<file path="src/hdl/stp_regs.svh">
/*
  Register map, field positions, reset values and rate figures of the
  16-bit prescaled timer.
  Assumes inclusion by bare name from the timer package and design file.
*/
`ifndef STP_REGS_SVH
`define STP_REGS_SVH

// ***************************************************
// register byte addresses on the apb bus
// ***************************************************
`define STP_ADDR_CTRL  8'h00
`define STP_ADDR_LOW   8'h04
`define STP_ADDR_HIGH  8'h08
`define STP_ADDR_FLAGS 8'h0c
`define STP_ADDR_IEN   8'h10
`define STP_ADDR_ICTL  8'h14

// ***************************************************
// field positions
// ***************************************************
`define STP_CTRL_ON    0
`define STP_CTRL_CS    1
`define STP_CTRL_PS_LO 4
`define STP_CTRL_PS_HI 5
`define STP_FLAG_ROLL  0
`define STP_IEN_ROLL   0
`define STP_ICTL_PERIPHERAL_INTERRUPT_ENABLE  6
`define STP_ICTL_GIE   7

// ***************************************************
// reset values
// ***************************************************
`define STP_RST_BYTE   8'h00
`define STP_RST_COUNT  16'h0000

// ***************************************************
// rates in mhz
// ***************************************************
`define STP_REF_MHZ    125
`define STP_OSC_MHZ    8
`define STP_INST_MHZ   2

`endif

</file>
<file path="src/hdl/stp_pkg.sv">
/*
  Types shared by the 16-bit prescaled timer.
  Assumes stp_regs.svh is on the include path.
*/
package stp_pkg;
  `include "stp_regs.svh"

  typedef logic [7:0] stp_byte_t;

  typedef enum logic [1:0] {
    APB_IDLE,
    APB_WAIT,
    APB_RESP
  } stp_apb_e;
endpackage

</file>
<file path="src/hdl/stp_timer.sv">
/*
  16-bit free-running up-counter with source select, 2-bit prescaler,
  rollover flag and gated interrupt request, reached over apb.
  Assumes a 125 mhz i_ref_clk, synchronous i_sleep and a standard apb master.
*/
// Decided for this implementation: the register offsets and the APB register port.
// Operation
// - 16-bit counter as two bytes; a byte write replaces that counter byte at once.
// - Counter advances only while timer_on_bit (control bit 0) is one.
// - clock_source_select bit 1: one counts 8 MHz oscillator, zero 2 MHz.
// - prescale_field bits 5-4 divide the source by 1, 2, 4 or 8.
// - Prescale counter is hidden and cleared by any counter byte write.
// - Past FFFFh the counter wraps to 0000h and sets rollover_flag unless a counter byte write lands in that cycle.
// - Interrupt only when on, rollover, peripheral and global enables are set.
// - rollover_flag stays set until software writes zero to it.
// - Writing timer_on_bit zero stops counting and clears the gate flip-flop.
// - Internal clocks only: frozen in sleep, never wakes the processor.
// - Control bits 7-6 and 3-2 read zero; control bits reset to zero.
`include "stp_regs.svh"

module stp_timer (
  // clock and reset
  input  wire logic           i_ref_clk,
  input  wire logic           i_rst_n,
  // processor state
  input  wire logic           i_sleep,
  // apb slave
  input  wire logic           i_psel,
  input  wire logic           i_penable,
  input  wire logic           i_pwrite,
  input  wire logic [7:0]     i_paddr,
  input  wire logic [31:0]    i_pwdata,
  output logic      [31:0]    o_prdata,
  output logic                o_pready,
  output logic                o_pslverr,
  // interrupt request
  output logic                o_irq
);
  import stp_pkg::*;

  // ***************************************************
  // helpers
  // ***************************************************
  function automatic logic [2:0] ps_mask(input logic [1:0] sel);
    case (sel)
      2'h0:    ps_mask = 3'h0;
      2'h1:    ps_mask = 3'h1;
      2'h2:    ps_mask = 3'h3;
      default: ps_mask = 3'h7;
    endcase
  endfunction

  function automatic logic addr_hit(input logic [7:0] a);
    addr_hit = (a == `STP_ADDR_CTRL) || (a == `STP_ADDR_LOW) ||
               (a == `STP_ADDR_HIGH) || (a == `STP_ADDR_FLAGS) ||
               (a == `STP_ADDR_IEN) || (a == `STP_ADDR_ICTL);
  endfunction

  localparam logic [7:0] OSC_STEP = 8'(`STP_OSC_MHZ);
  localparam logic [7:0] REF_MOD  = 8'(`STP_REF_MHZ);
  localparam logic [1:0] INST_TOP = 2'(`STP_OSC_MHZ / `STP_INST_MHZ - 1);

  // ***************************************************
  // state
  // ***************************************************
  stp_apb_e   apb_st;
  stp_apb_e   next_apb_st;
  logic [31:0] next_prdata;
  logic        next_pready;
  logic        next_pslverr;

  stp_byte_t   ctrl;
  stp_byte_t   next_ctrl;
  logic [15:0] count;
  logic [15:0] next_count;
  logic [2:0]  ps_cnt;
  logic [2:0]  next_ps_cnt;
  logic        gate_ff;
  logic        next_gate_ff;
  logic        roll_flag;
  logic        next_roll_flag;
  logic        roll_en;
  logic        next_roll_en;
  logic        peripheral_interrupt_enable;
  logic        next_peripheral_interrupt_enable;
  logic        global_interrupt_enable;
  logic        next_gie;
  logic [7:0]  osc_acc;
  logic [7:0]  next_osc_acc;
  logic        osc_tick;
  logic        next_osc_tick;
  logic [1:0]  inst_cnt;
  logic [1:0]  next_inst_cnt;
  logic        inst_tick;
  logic        next_inst_tick;
  logic        next_irq;

  logic        wr_done;
  logic [7:0]  wbyte;
  logic        wr_count;
  logic        src_tick;
  logic        step;
  logic        roll;
  stp_byte_t   rd_mux;

  assign wr_done  = i_psel && i_penable && o_pready && i_pwrite;
  assign wbyte    = i_pwdata[7:0];
  assign wr_count = wr_done && (i_paddr == `STP_ADDR_LOW || i_paddr == `STP_ADDR_HIGH);

  // ***************************************************
  // apb slave: one wait cycle, read data captured on the same edge as ready
  // ***************************************************
  always_comb begin
    rd_mux = `STP_RST_BYTE;
    case (i_paddr)
      `STP_ADDR_CTRL:  rd_mux = ctrl;
      `STP_ADDR_LOW:   rd_mux = count[7:0];
      `STP_ADDR_HIGH:  rd_mux = count[15:8];
      `STP_ADDR_FLAGS: rd_mux = {7'h00, roll_flag};
      `STP_ADDR_IEN:   rd_mux = {7'h00, roll_en};
      `STP_ADDR_ICTL:  rd_mux = {global_interrupt_enable, peripheral_interrupt_enable, 6'h00};
      default:         rd_mux = `STP_RST_BYTE;
    endcase
  end

  always_comb begin
    next_apb_st  = apb_st;
    next_prdata  = o_prdata;
    next_pready  = 1'b0;
    next_pslverr = 1'b0;
    case (apb_st)
      APB_IDLE: begin
        if (i_psel && !i_penable) begin
          next_apb_st = APB_WAIT;
        end
      end
      APB_WAIT: begin
        next_apb_st  = APB_RESP;
        next_pready  = 1'b1;
        next_pslverr = !addr_hit(i_paddr);
        next_prdata  = i_pwrite ? 32'h0000_0000 : {24'h00_0000, rd_mux};
      end
      APB_RESP: begin
        next_apb_st = APB_IDLE;
      end
      default: begin
        next_apb_st = APB_IDLE;
      end
    endcase
  end

  always_ff @(posedge i_ref_clk or negedge i_rst_n) begin
    if (!i_rst_n) begin
      apb_st    <= APB_IDLE;
      o_prdata  <= 32'h0000_0000;
      o_pready  <= 1'b0;
      o_pslverr <= 1'b0;
    end else begin
      apb_st    <= next_apb_st;
      o_prdata  <= next_prdata;
      o_pready  <= next_pready;
      o_pslverr <= next_pslverr;
    end
  end

  // ***************************************************
  // timer: source ticks, prescaler, counter, flags
  // ***************************************************
  always_comb begin
    next_osc_acc   = osc_acc + OSC_STEP;
    next_osc_tick  = 1'b0;
    if (next_osc_acc >= REF_MOD) begin
      next_osc_acc  = next_osc_acc - REF_MOD;
      next_osc_tick = 1'b1;
    end
    next_inst_cnt  = inst_cnt;
    next_inst_tick = 1'b0;
    if (osc_tick) begin
      next_inst_cnt  = inst_cnt + 2'h1;
      next_inst_tick = (inst_cnt == INST_TOP);
    end
    src_tick = ctrl[`STP_CTRL_CS] ? osc_tick : inst_tick;
    step     = ctrl[`STP_CTRL_ON] && gate_ff && !i_sleep && src_tick;
    roll     = 1'b0;

    next_ctrl      = ctrl;
    next_count     = count;
    next_ps_cnt    = ps_cnt;
    next_gate_ff   = gate_ff | ctrl[`STP_CTRL_ON];
    next_roll_flag = roll_flag;
    next_roll_en   = roll_en;
    next_peripheral_interrupt_enable      = peripheral_interrupt_enable;
    next_gie       = global_interrupt_enable;

    if (step) begin
      if (ps_cnt >= ps_mask(ctrl[`STP_CTRL_PS_HI:`STP_CTRL_PS_LO])) begin
        next_ps_cnt = 3'h0;
        next_count  = count + 16'h0001;
        roll        = (count == 16'hffff);
      end else begin
        next_ps_cnt = ps_cnt + 3'h1;
      end
    end

    if (wr_done) begin
      case (i_paddr)
        `STP_ADDR_CTRL: begin
          next_ctrl = {2'h0, wbyte[5:4], 2'h0, wbyte[1:0]};
          if (!wbyte[`STP_CTRL_ON]) begin
            next_gate_ff = 1'b0;
          end
        end
        `STP_ADDR_LOW: begin
          next_count[7:0] = wbyte;
        end
        `STP_ADDR_HIGH: begin
          next_count[15:8] = wbyte;
        end
        `STP_ADDR_FLAGS: begin
          next_roll_flag = wbyte[`STP_FLAG_ROLL];
        end
        `STP_ADDR_IEN: begin
          next_roll_en = wbyte[`STP_IEN_ROLL];
        end
        `STP_ADDR_ICTL: begin
          next_peripheral_interrupt_enable = wbyte[`STP_ICTL_PERIPHERAL_INTERRUPT_ENABLE];
          next_gie  = wbyte[`STP_ICTL_GIE];
        end
        default: begin
          next_ctrl = ctrl;
        end
      endcase
    end
    if (wr_count) begin
      next_ps_cnt = 3'h0;
    end
    if (roll && !wr_count) begin
      next_roll_flag = 1'b1;
    end
    next_irq = roll_flag && roll_en && peripheral_interrupt_enable && global_interrupt_enable && ctrl[`STP_CTRL_ON];
  end

  always_ff @(posedge i_ref_clk or negedge i_rst_n) begin
    if (!i_rst_n) begin
      ctrl      <= `STP_RST_BYTE;
      count     <= `STP_RST_COUNT;
      ps_cnt    <= 3'h0;
      gate_ff   <= 1'b0;
      roll_flag <= 1'b0;
      roll_en   <= 1'b0;
      peripheral_interrupt_enable      <= 1'b0;
      global_interrupt_enable       <= 1'b0;
      osc_acc   <= 8'h00;
      osc_tick  <= 1'b0;
      inst_cnt  <= 2'h0;
      inst_tick <= 1'b0;
      o_irq     <= 1'b0;
    end else begin
      ctrl      <= next_ctrl;
      count     <= next_count;
      ps_cnt    <= next_ps_cnt;
      gate_ff   <= next_gate_ff;
      roll_flag <= next_roll_flag;
      roll_en   <= next_roll_en;
      peripheral_interrupt_enable      <= next_peripheral_interrupt_enable;
      global_interrupt_enable       <= next_gie;
      osc_acc   <= next_osc_acc;
      osc_tick  <= next_osc_tick;
      inst_cnt  <= next_inst_cnt;
      inst_tick <= next_inst_tick;
      o_irq     <= next_irq;
    end
  end
endmodule

</file>
<file path="config.mk">
export PLATFORM = sky130hd
export DESIGN_NAME = stp_timer
export DESIGN_NICKNAME = d
export VERILOG_FILES = /design/src/hdl/stp_pkg.sv /design/src/hdl/stp_timer.sv
export VERILOG_INCLUDE_DIRS = /design/src /design/src/hdl
export SDC_FILE = /design/constraint.sdc
export NUM_CORES = 1
export LEC_CHECK = 0
export BUFFER_PORTS_ARGS = -buffer_cell sky130_fd_sc_hd__clkbuf_2
export CAP_MARGIN = 20
export CORE_MARGIN = 1
export CORE_UTILIZATION = 55
export DETAILED_ROUTE_END_ITERATION = 16
export PLACE_DENSITY = 0.85
export SETUP_SLACK_MARGIN = 0.3
export SYNTH_ARGS = -nofsm -noshare
export SYNTH_HDL_FRONTEND = slang
export SYNTH_SLANG_ARGS = --single-unit
</file>
<file path="constraint.sdc">
create_clock -name i_ref_clk -period 3.58 [get_ports i_ref_clk]
set_clock_uncertainty 0.1 [all_clocks]
set_input_delay 0.358 -clock i_ref_clk [delete_from_list [all_inputs] [get_ports i_ref_clk]]
set_output_delay 0.358 -clock i_ref_clk [all_outputs]
set_load 0.05 [all_outputs]
</file>
---- Word-level counts from Yosys, hierarchy flattened ----
Index checks and enable logic that the tools add are counted.
storage, ports and cells
  bits in registers ....................... 77
  bits in latches ......................... 0
  bits in writable memories ............... 0
  bits in read-only memories .............. 0
  input bits .............................. 46
  output and inout port bits .............. 35
  word-level logic and storage cells ...... 97
  memories ................................ 0
operators by class
  $add $sub $neg .......................... 5
  $mul .................................... 0
  div/mod/pow operators ................... 0
  magnitude comparators ................... 2
  equality and inequality tests ........... 11
  shift-type cells ........................ 0
  mux-type cells .......................... 28
  bitwise operators ....................... 1
  reductions and logical operators ........ 33
operators with widths
  kind                                                                   count
  16-bit two-way mux                                                     3
  8-bit case mux with 6 select lines                                     1
  8-bit two-way mux                                                      4
  16-bit by 1-bit adder with 16-bit output, second input constant        1
  16-bit == test, second input constant                                  1
  8-bit by 4-bit == test with 1-bit output, second input constant        2
  8-bit by 5-bit == test with 1-bit output, second input constant        2
  1-bit logical AND                                                      13
  1-bit two-way mux                                                      13
  3-bit two-way mux                                                      4
  3-bit case mux with 3 select lines                                     1
  8-bit by 4-bit adder with 8-bit output, second input constant          1
  8-bit by 3-bit == test with 1-bit output, second input constant        1
  8-bit by 7-bit >= comparator with 1-bit output, second input constant  1
  8-bit zero test                                                        1
  2-bit AND reduction                                                    4
  8-bit by 7-bit subtractor with 8-bit output, second input constant     1
  1-bit logical OR                                                       6
  2-bit nonzero test                                                     3
  2-bit by 1-bit == test with 1-bit output, second input constant        2
  2-bit == test, second input constant                                   2
  1-bit zero test                                                        4
  2-bit zero test                                                        2
  2-bit case mux with 2 select lines                                     1
  other kinds (6)                                                        6

---- Logic depth before layout (Yosys ltp) ----
  word-level depth ........................ 10
  gate-level depth with buffers ........... 8
  gate-level depth less buffers ........... 7

---- Least setup slack after synthesis ----
No wires, ideal clock.
  path kind ............................... reg2reg
  start ................................... register ctrl[5]
  end ..................................... register roll_flag
  library setup time ...................... 0.095 ns
  data arrival time ....................... 1.978 ns
  required time ........................... 3.385 ns
  setup slack ............................. 1.406 ns
  stages on the path, launching flop included .. 8
  buffers on the path ..................... 0
  clock period less this slack ............ 2.174 ns
  cells stage by stage .................... dfrtp_1 > or2_2 > ha_1 > nor2b_1 > o21ai_1 > nand2_1 > or3_1 > o31ai_1
between the ends
  longest elaborated chain between the ends .. 9
  elaborated cells on any way between the ends .. 13
  those cells by class .................... order compare (1); eq/ne (2); mux (5); reduce/logical (5)
ends and longest elaborated chain
  what                                         line              RTL
  start: declaration                           stp_timer.sv:72   stp_byte_t ctrl;
  start signal: assignment                     stp_timer.sv:245  ctrl <= `STP_RST_BYTE;
  start signal: assignment                     stp_timer.sv:259  ctrl <= next_ctrl;
  2-bit == test, or another cell as far along  stp_timer.sv:45   case (sel)
  3-bit case mux with 3 select lines *         stp_timer.sv:45
  3-bit two-way mux *                          stp_timer.sv:195  if (step) begin
  3-bit >= comparator *                        stp_timer.sv:196  if (ps_cnt >= ps_mask(ctrl[`STP_CTRL_PS_HI:`STP_CTRL_PS_LO])) begin
  1-bit two-way mux *                          stp_timer.sv:196
  1-bit two-way mux *                          stp_timer.sv:195
  1-bit logical AND *                          stp_timer.sv:237  if (roll && !wr_count) begin
  2-bit nonzero test (no line)                 n/a
  2-bit AND reduction (no line)                n/a
  end signal: assignment                       stp_timer.sv:263  roll_flag <= next_roll_flag;
  end: declaration                             stp_timer.sv:80   logic roll_flag;
Mark *: on every way between the ends. The rest lies on a longest branch, timed or not. The select of a mux whose other input is x is not followed.
A chain may end at the register's enable or synchronous reset.

---- Worst setup path after layout ----
  start ................................... register ctrl[5]
  end ..................................... register count[9]
between the ends
  longest elaborated chain between the ends .. 8
  elaborated cells on any way between the ends .. 10
  those cells by class .................... order compare (1); eq/ne (2); mux (6); reduce/logical (1)
ends and longest elaborated chain
  what                                         line              RTL
  2-bit == test, or another cell as far along  stp_timer.sv:45
  3-bit case mux with 3 select lines *         stp_timer.sv:45
  3-bit two-way mux *                          stp_timer.sv:195
  3-bit >= comparator *                        stp_timer.sv:196
  16-bit two-way mux *                         stp_timer.sv:196
  16-bit two-way mux *                         stp_timer.sv:195
  8-bit two-way mux                            stp_timer.sv:206  case (i_paddr)
  16-bit two-way mux *                         stp_timer.sv:205  if (wr_done) begin
  named net next_count[9]                      stp_timer.sv:75   logic [15:0] next_count;
  end signal: assignment                       stp_timer.sv:246  count <= `STP_RST_COUNT;
  end signal: assignment                       stp_timer.sv:260  count <= next_count;
  end: declaration                             stp_timer.sv:74   logic [15:0] count;
Mark *: on every way through the listed nets, which the timed path passes. The rest lies on a longest branch. The select of a mux whose other input is x is not followed.

==> impl_results.md <==
- Chip width: 76.8 microns
- Slowest CP cell: nor4b_1
- Initial Util: 0.588
- I/O pins: 81
- Clock latency on the worst-skew pair: 0.31 ns
- R2R Path Start: ctrl[5]
- Final ANT Viol Nets: 0
- CTS hold repair buffers: 0
- Delay-heaviest family, CP: simple AND/OR/NAND/NOR gates
- Setup slack, reg-to-reg: 1.26 ns
- Max cap viols: 0
- Port buffer count: 32
- PD cells: 329 mW/mm^2
- Async SR Flop Fraction: 1.00
- Crit path depth: 7
- Overall Global Routing Usage: 0.218
- Final period util: 0.648
- Critical Path Start: ctrl[5]
- Post-Synth Simple-Gate Area: 0.196
- Layout net count: 403
- Crit path arrival time: 2.39 ns
- Tmin final: 2.32 ns
- Gpl congestion: 0.865
- Post-synth top area share: 0.431
- Setup TNS: 0 ns
- Largest net degree at the start of global routing: 54
- Layout cells sized above 1: 0.167
- First-pass GRT wire length: 10.4 mm
- Max-slew violations: 0
- Post-synthesis compound-gate area fraction: 0.0992
- Setup violators final: 0
- Vias in the first global route: 2285
- 1st-iter DRT viols: 123
- Cts bufs inserted: 5
- HPWL Detailed: 4.28 mm
- Final Hold Vio Count: 0
- R2R depth: 7
- Leakage: 1.51 nW
- Most frequent cell after synthesis: dfrtp_1
- Adder-cell area share of the yosys netlist: 0.0407
- Yosys cell types: 46
- Post-synthesis average cell area: 9.62 sq um
- Clk pin slew, worst setup/hold paths: 0.10 ns
- Sink Count: 53
- Worst-margin pin slew: 0.657 ns
- Area grow syn2layout: 5.94%
- Core Region: 0.00524 sq mm
- Slew Limit Headroom: 0.562
- Post-CTS Setup Repair Bufs: 0
- Grt ovf: 0
- Top post-synthesis cells by area: dfrtp_1, buf_4, xnor2_1
- Setup slack after placement: 1.29 ns
- Synthesized area: 0.00308 sq mm
- Worst Setup Slack, final: 1.26 ns
- Post-synthesis sequential area ratio: 0.431
- Largest family of logic cells by synthesized area: simple AND/OR/NAND/NOR gates
- Final core occ: 0.623
- Crit Reg-Reg Endpoint: count[9]
- CP Cell Sequence: or2_2, ha_1, nor2b_1, o21a_1, nor4b_1, xnor2_1, a21oi_1
- Placed Area: 0.00316 sq mm
- TritonCTS clock tree: done
- Post-layout power: 1.07 mW
- Residual DRC: 0
- Num rows: 26
- Critical Path Source Type: register
- Critical path class: register to register
- Die ar.: 0.00590 sq mm
- Post-cts sizing count: 0
- Vias after detailed routing: 2353
- CP Max Fanout: 11
- Fmax: 431 MHz
- Drt total wl: 5.99 mm
- Antenna violations before repair: 0
- RSZ-0062 raised after global routing: false
- VDD IR-drop max: 0.305 mV
- Ys Warns: 0
- DR pass1 iterations: 4
- Root Buffer: clkbuf_8
- CP endpoint kind: register
- Largest area contributor in the netlist: dfrtp_1
- Post-synthesis mux area share: 0.0659
- Slowest stage delay, CP: 0.45 ns
- Outcome: finished clean
- Finished Cell Area: 0.00326 sq mm
- Worst EP required: 3.65 ns
- Fillers: 454
- Cells after synthesis: 320
- Top cells by count, synth: dfrtp_1, nor2_1, a21oi_1, buf_4, nand2_1
- Dominant synthesized flop cell: dfrtp_1
- H-Tree Level Count: 2
- WP buf/inv: 0
- XOR/XNOR Fraction of Synth Area: 0.0683
- Post-synth EDFFs: 0
- Hold crit path type: input port to async pin
- Crit path to: count[9]
- Clk buf depth: 2
- ANT cells: 0
- Via/cell ratio: 5.63
- Die height: 76.8 microns
- Yosys reg bits: 53
- Average routed wire per standard cell: 14.3 microns
kinds of logic (layout without fill, tap and decap cells):
kind of cell | after synthesis | count (layout)
other | 1 | 24
AND/OR/NAND/NOR | 114 | 114
adder cells (fa/ha/maj) | 10 | 10
AO/OA/AOI/OAI | 52 | 52
multiplexers | 19 | 19
flip-flops | 53 | 53
XOR/XNOR | 24 | 24
buffers and inverters | 47 | 52
layout make-up:
| cell class | count | area (sq um) | share of cell area |
|---|---|---|---|
| multi-input cells | 243 | 1540 | 0.472 |
| clock inverters | 2 | 13.8 | 0.00422 |
| well taps | 70 | 87.6 | 0.0269 |
| flip-flops and latches | 53 | 1330 | 0.407 |
| inverters | 10 | 37.5 | 0.0115 |
| clock buffers | 6 | 82.6 | 0.0253 |
| repair buffers | 34 | 175 | 0.0537 |
flip-flops by register name (all words and copies together) (netlist names):
register                     count
inst_tick                        1
inst_cnt                         2
o_prdata                         8
o_irq                            1
apb_st                           2
ps_cnt                           3
osc_acc                          8
count                           16
o_pready                         1
roll_flag                        1
global_interrupt_enable          1
roll_en                          1
ctrl                             4
gate_ff                          1
peripheral_interrupt_enable      1
osc_tick                         1
o_pslverr                        1
layout by cell type, fill, tap and decap left out, types with 7 or more instances in the layout:
master    count
a21oi_1      26
nand3_1      17
o21ai_0       9
ha_1         10
inv_1        10
dfrtp_1      53
mux2_2       10
clkbuf_2     32
mux2i_1       9
nand2_1      21
xor2_1        7
xnor2_1      17
conb_1       24
nor2_1       32
worst reg2reg max path, stage by stage (launching register included):
cell and delay, ns:
dfrtp_1 0.43, or2_2 0.30, ha_1 0.27, nor2b_1 0.05, o21a_1 0.32, nor4b_1 0.45
xnor2_1 0.18, a21oi_1 0.08
routing by layer:
metal  vias to the layer above  routed length (microns)  global-route usage
li1                       1119                        -                   -
met1                      1112                     2610               0.282
met2                       104                     2830               0.354
met3                        18                      436              0.0488
met4                         0                      122              0.0885
met5                         -                        0                   0
where the power goes:
group          internal (mW)  leakage (nW)  switching, mW
registers              0.603         0.717        0.00345
logic                 0.0173         0.742         0.0942
clock network          0.157        0.0512          0.198
total                  0.777          1.51          0.295
worst min path at each step:
stage | startpoint | to | slack [ns] | depth (start not counted)
CTS | i_rst_n | apb_st[0] | 0.08 | 2
global placement | apb_st[1] | apb_st[0] | 0.31 | 1
global route | i_rst_n | apb_st[0] | 0.12 | 2
detailed placement | apb_st[1] | apb_st[0] | 0.32 | 1
floorplan | i_rst_n | apb_st[0] | -0.04 | 0
finish | i_rst_n | apb_st[1] | 0.06 | 2
metrics by stage:
| step | hold WS (ns) | instances |
|---|---|---|
| finish | 0.0590 | 418 |
| global route | 0.118 | 418 |
| CTS | 0.0787 | 418 |
| detailed placement | 0.321 | 410 |
| global placement | 0.309 | 410 |
| floorplan | -0.0376 | 343 |
No activity file was read; power rests on OpenSTA's default activity.
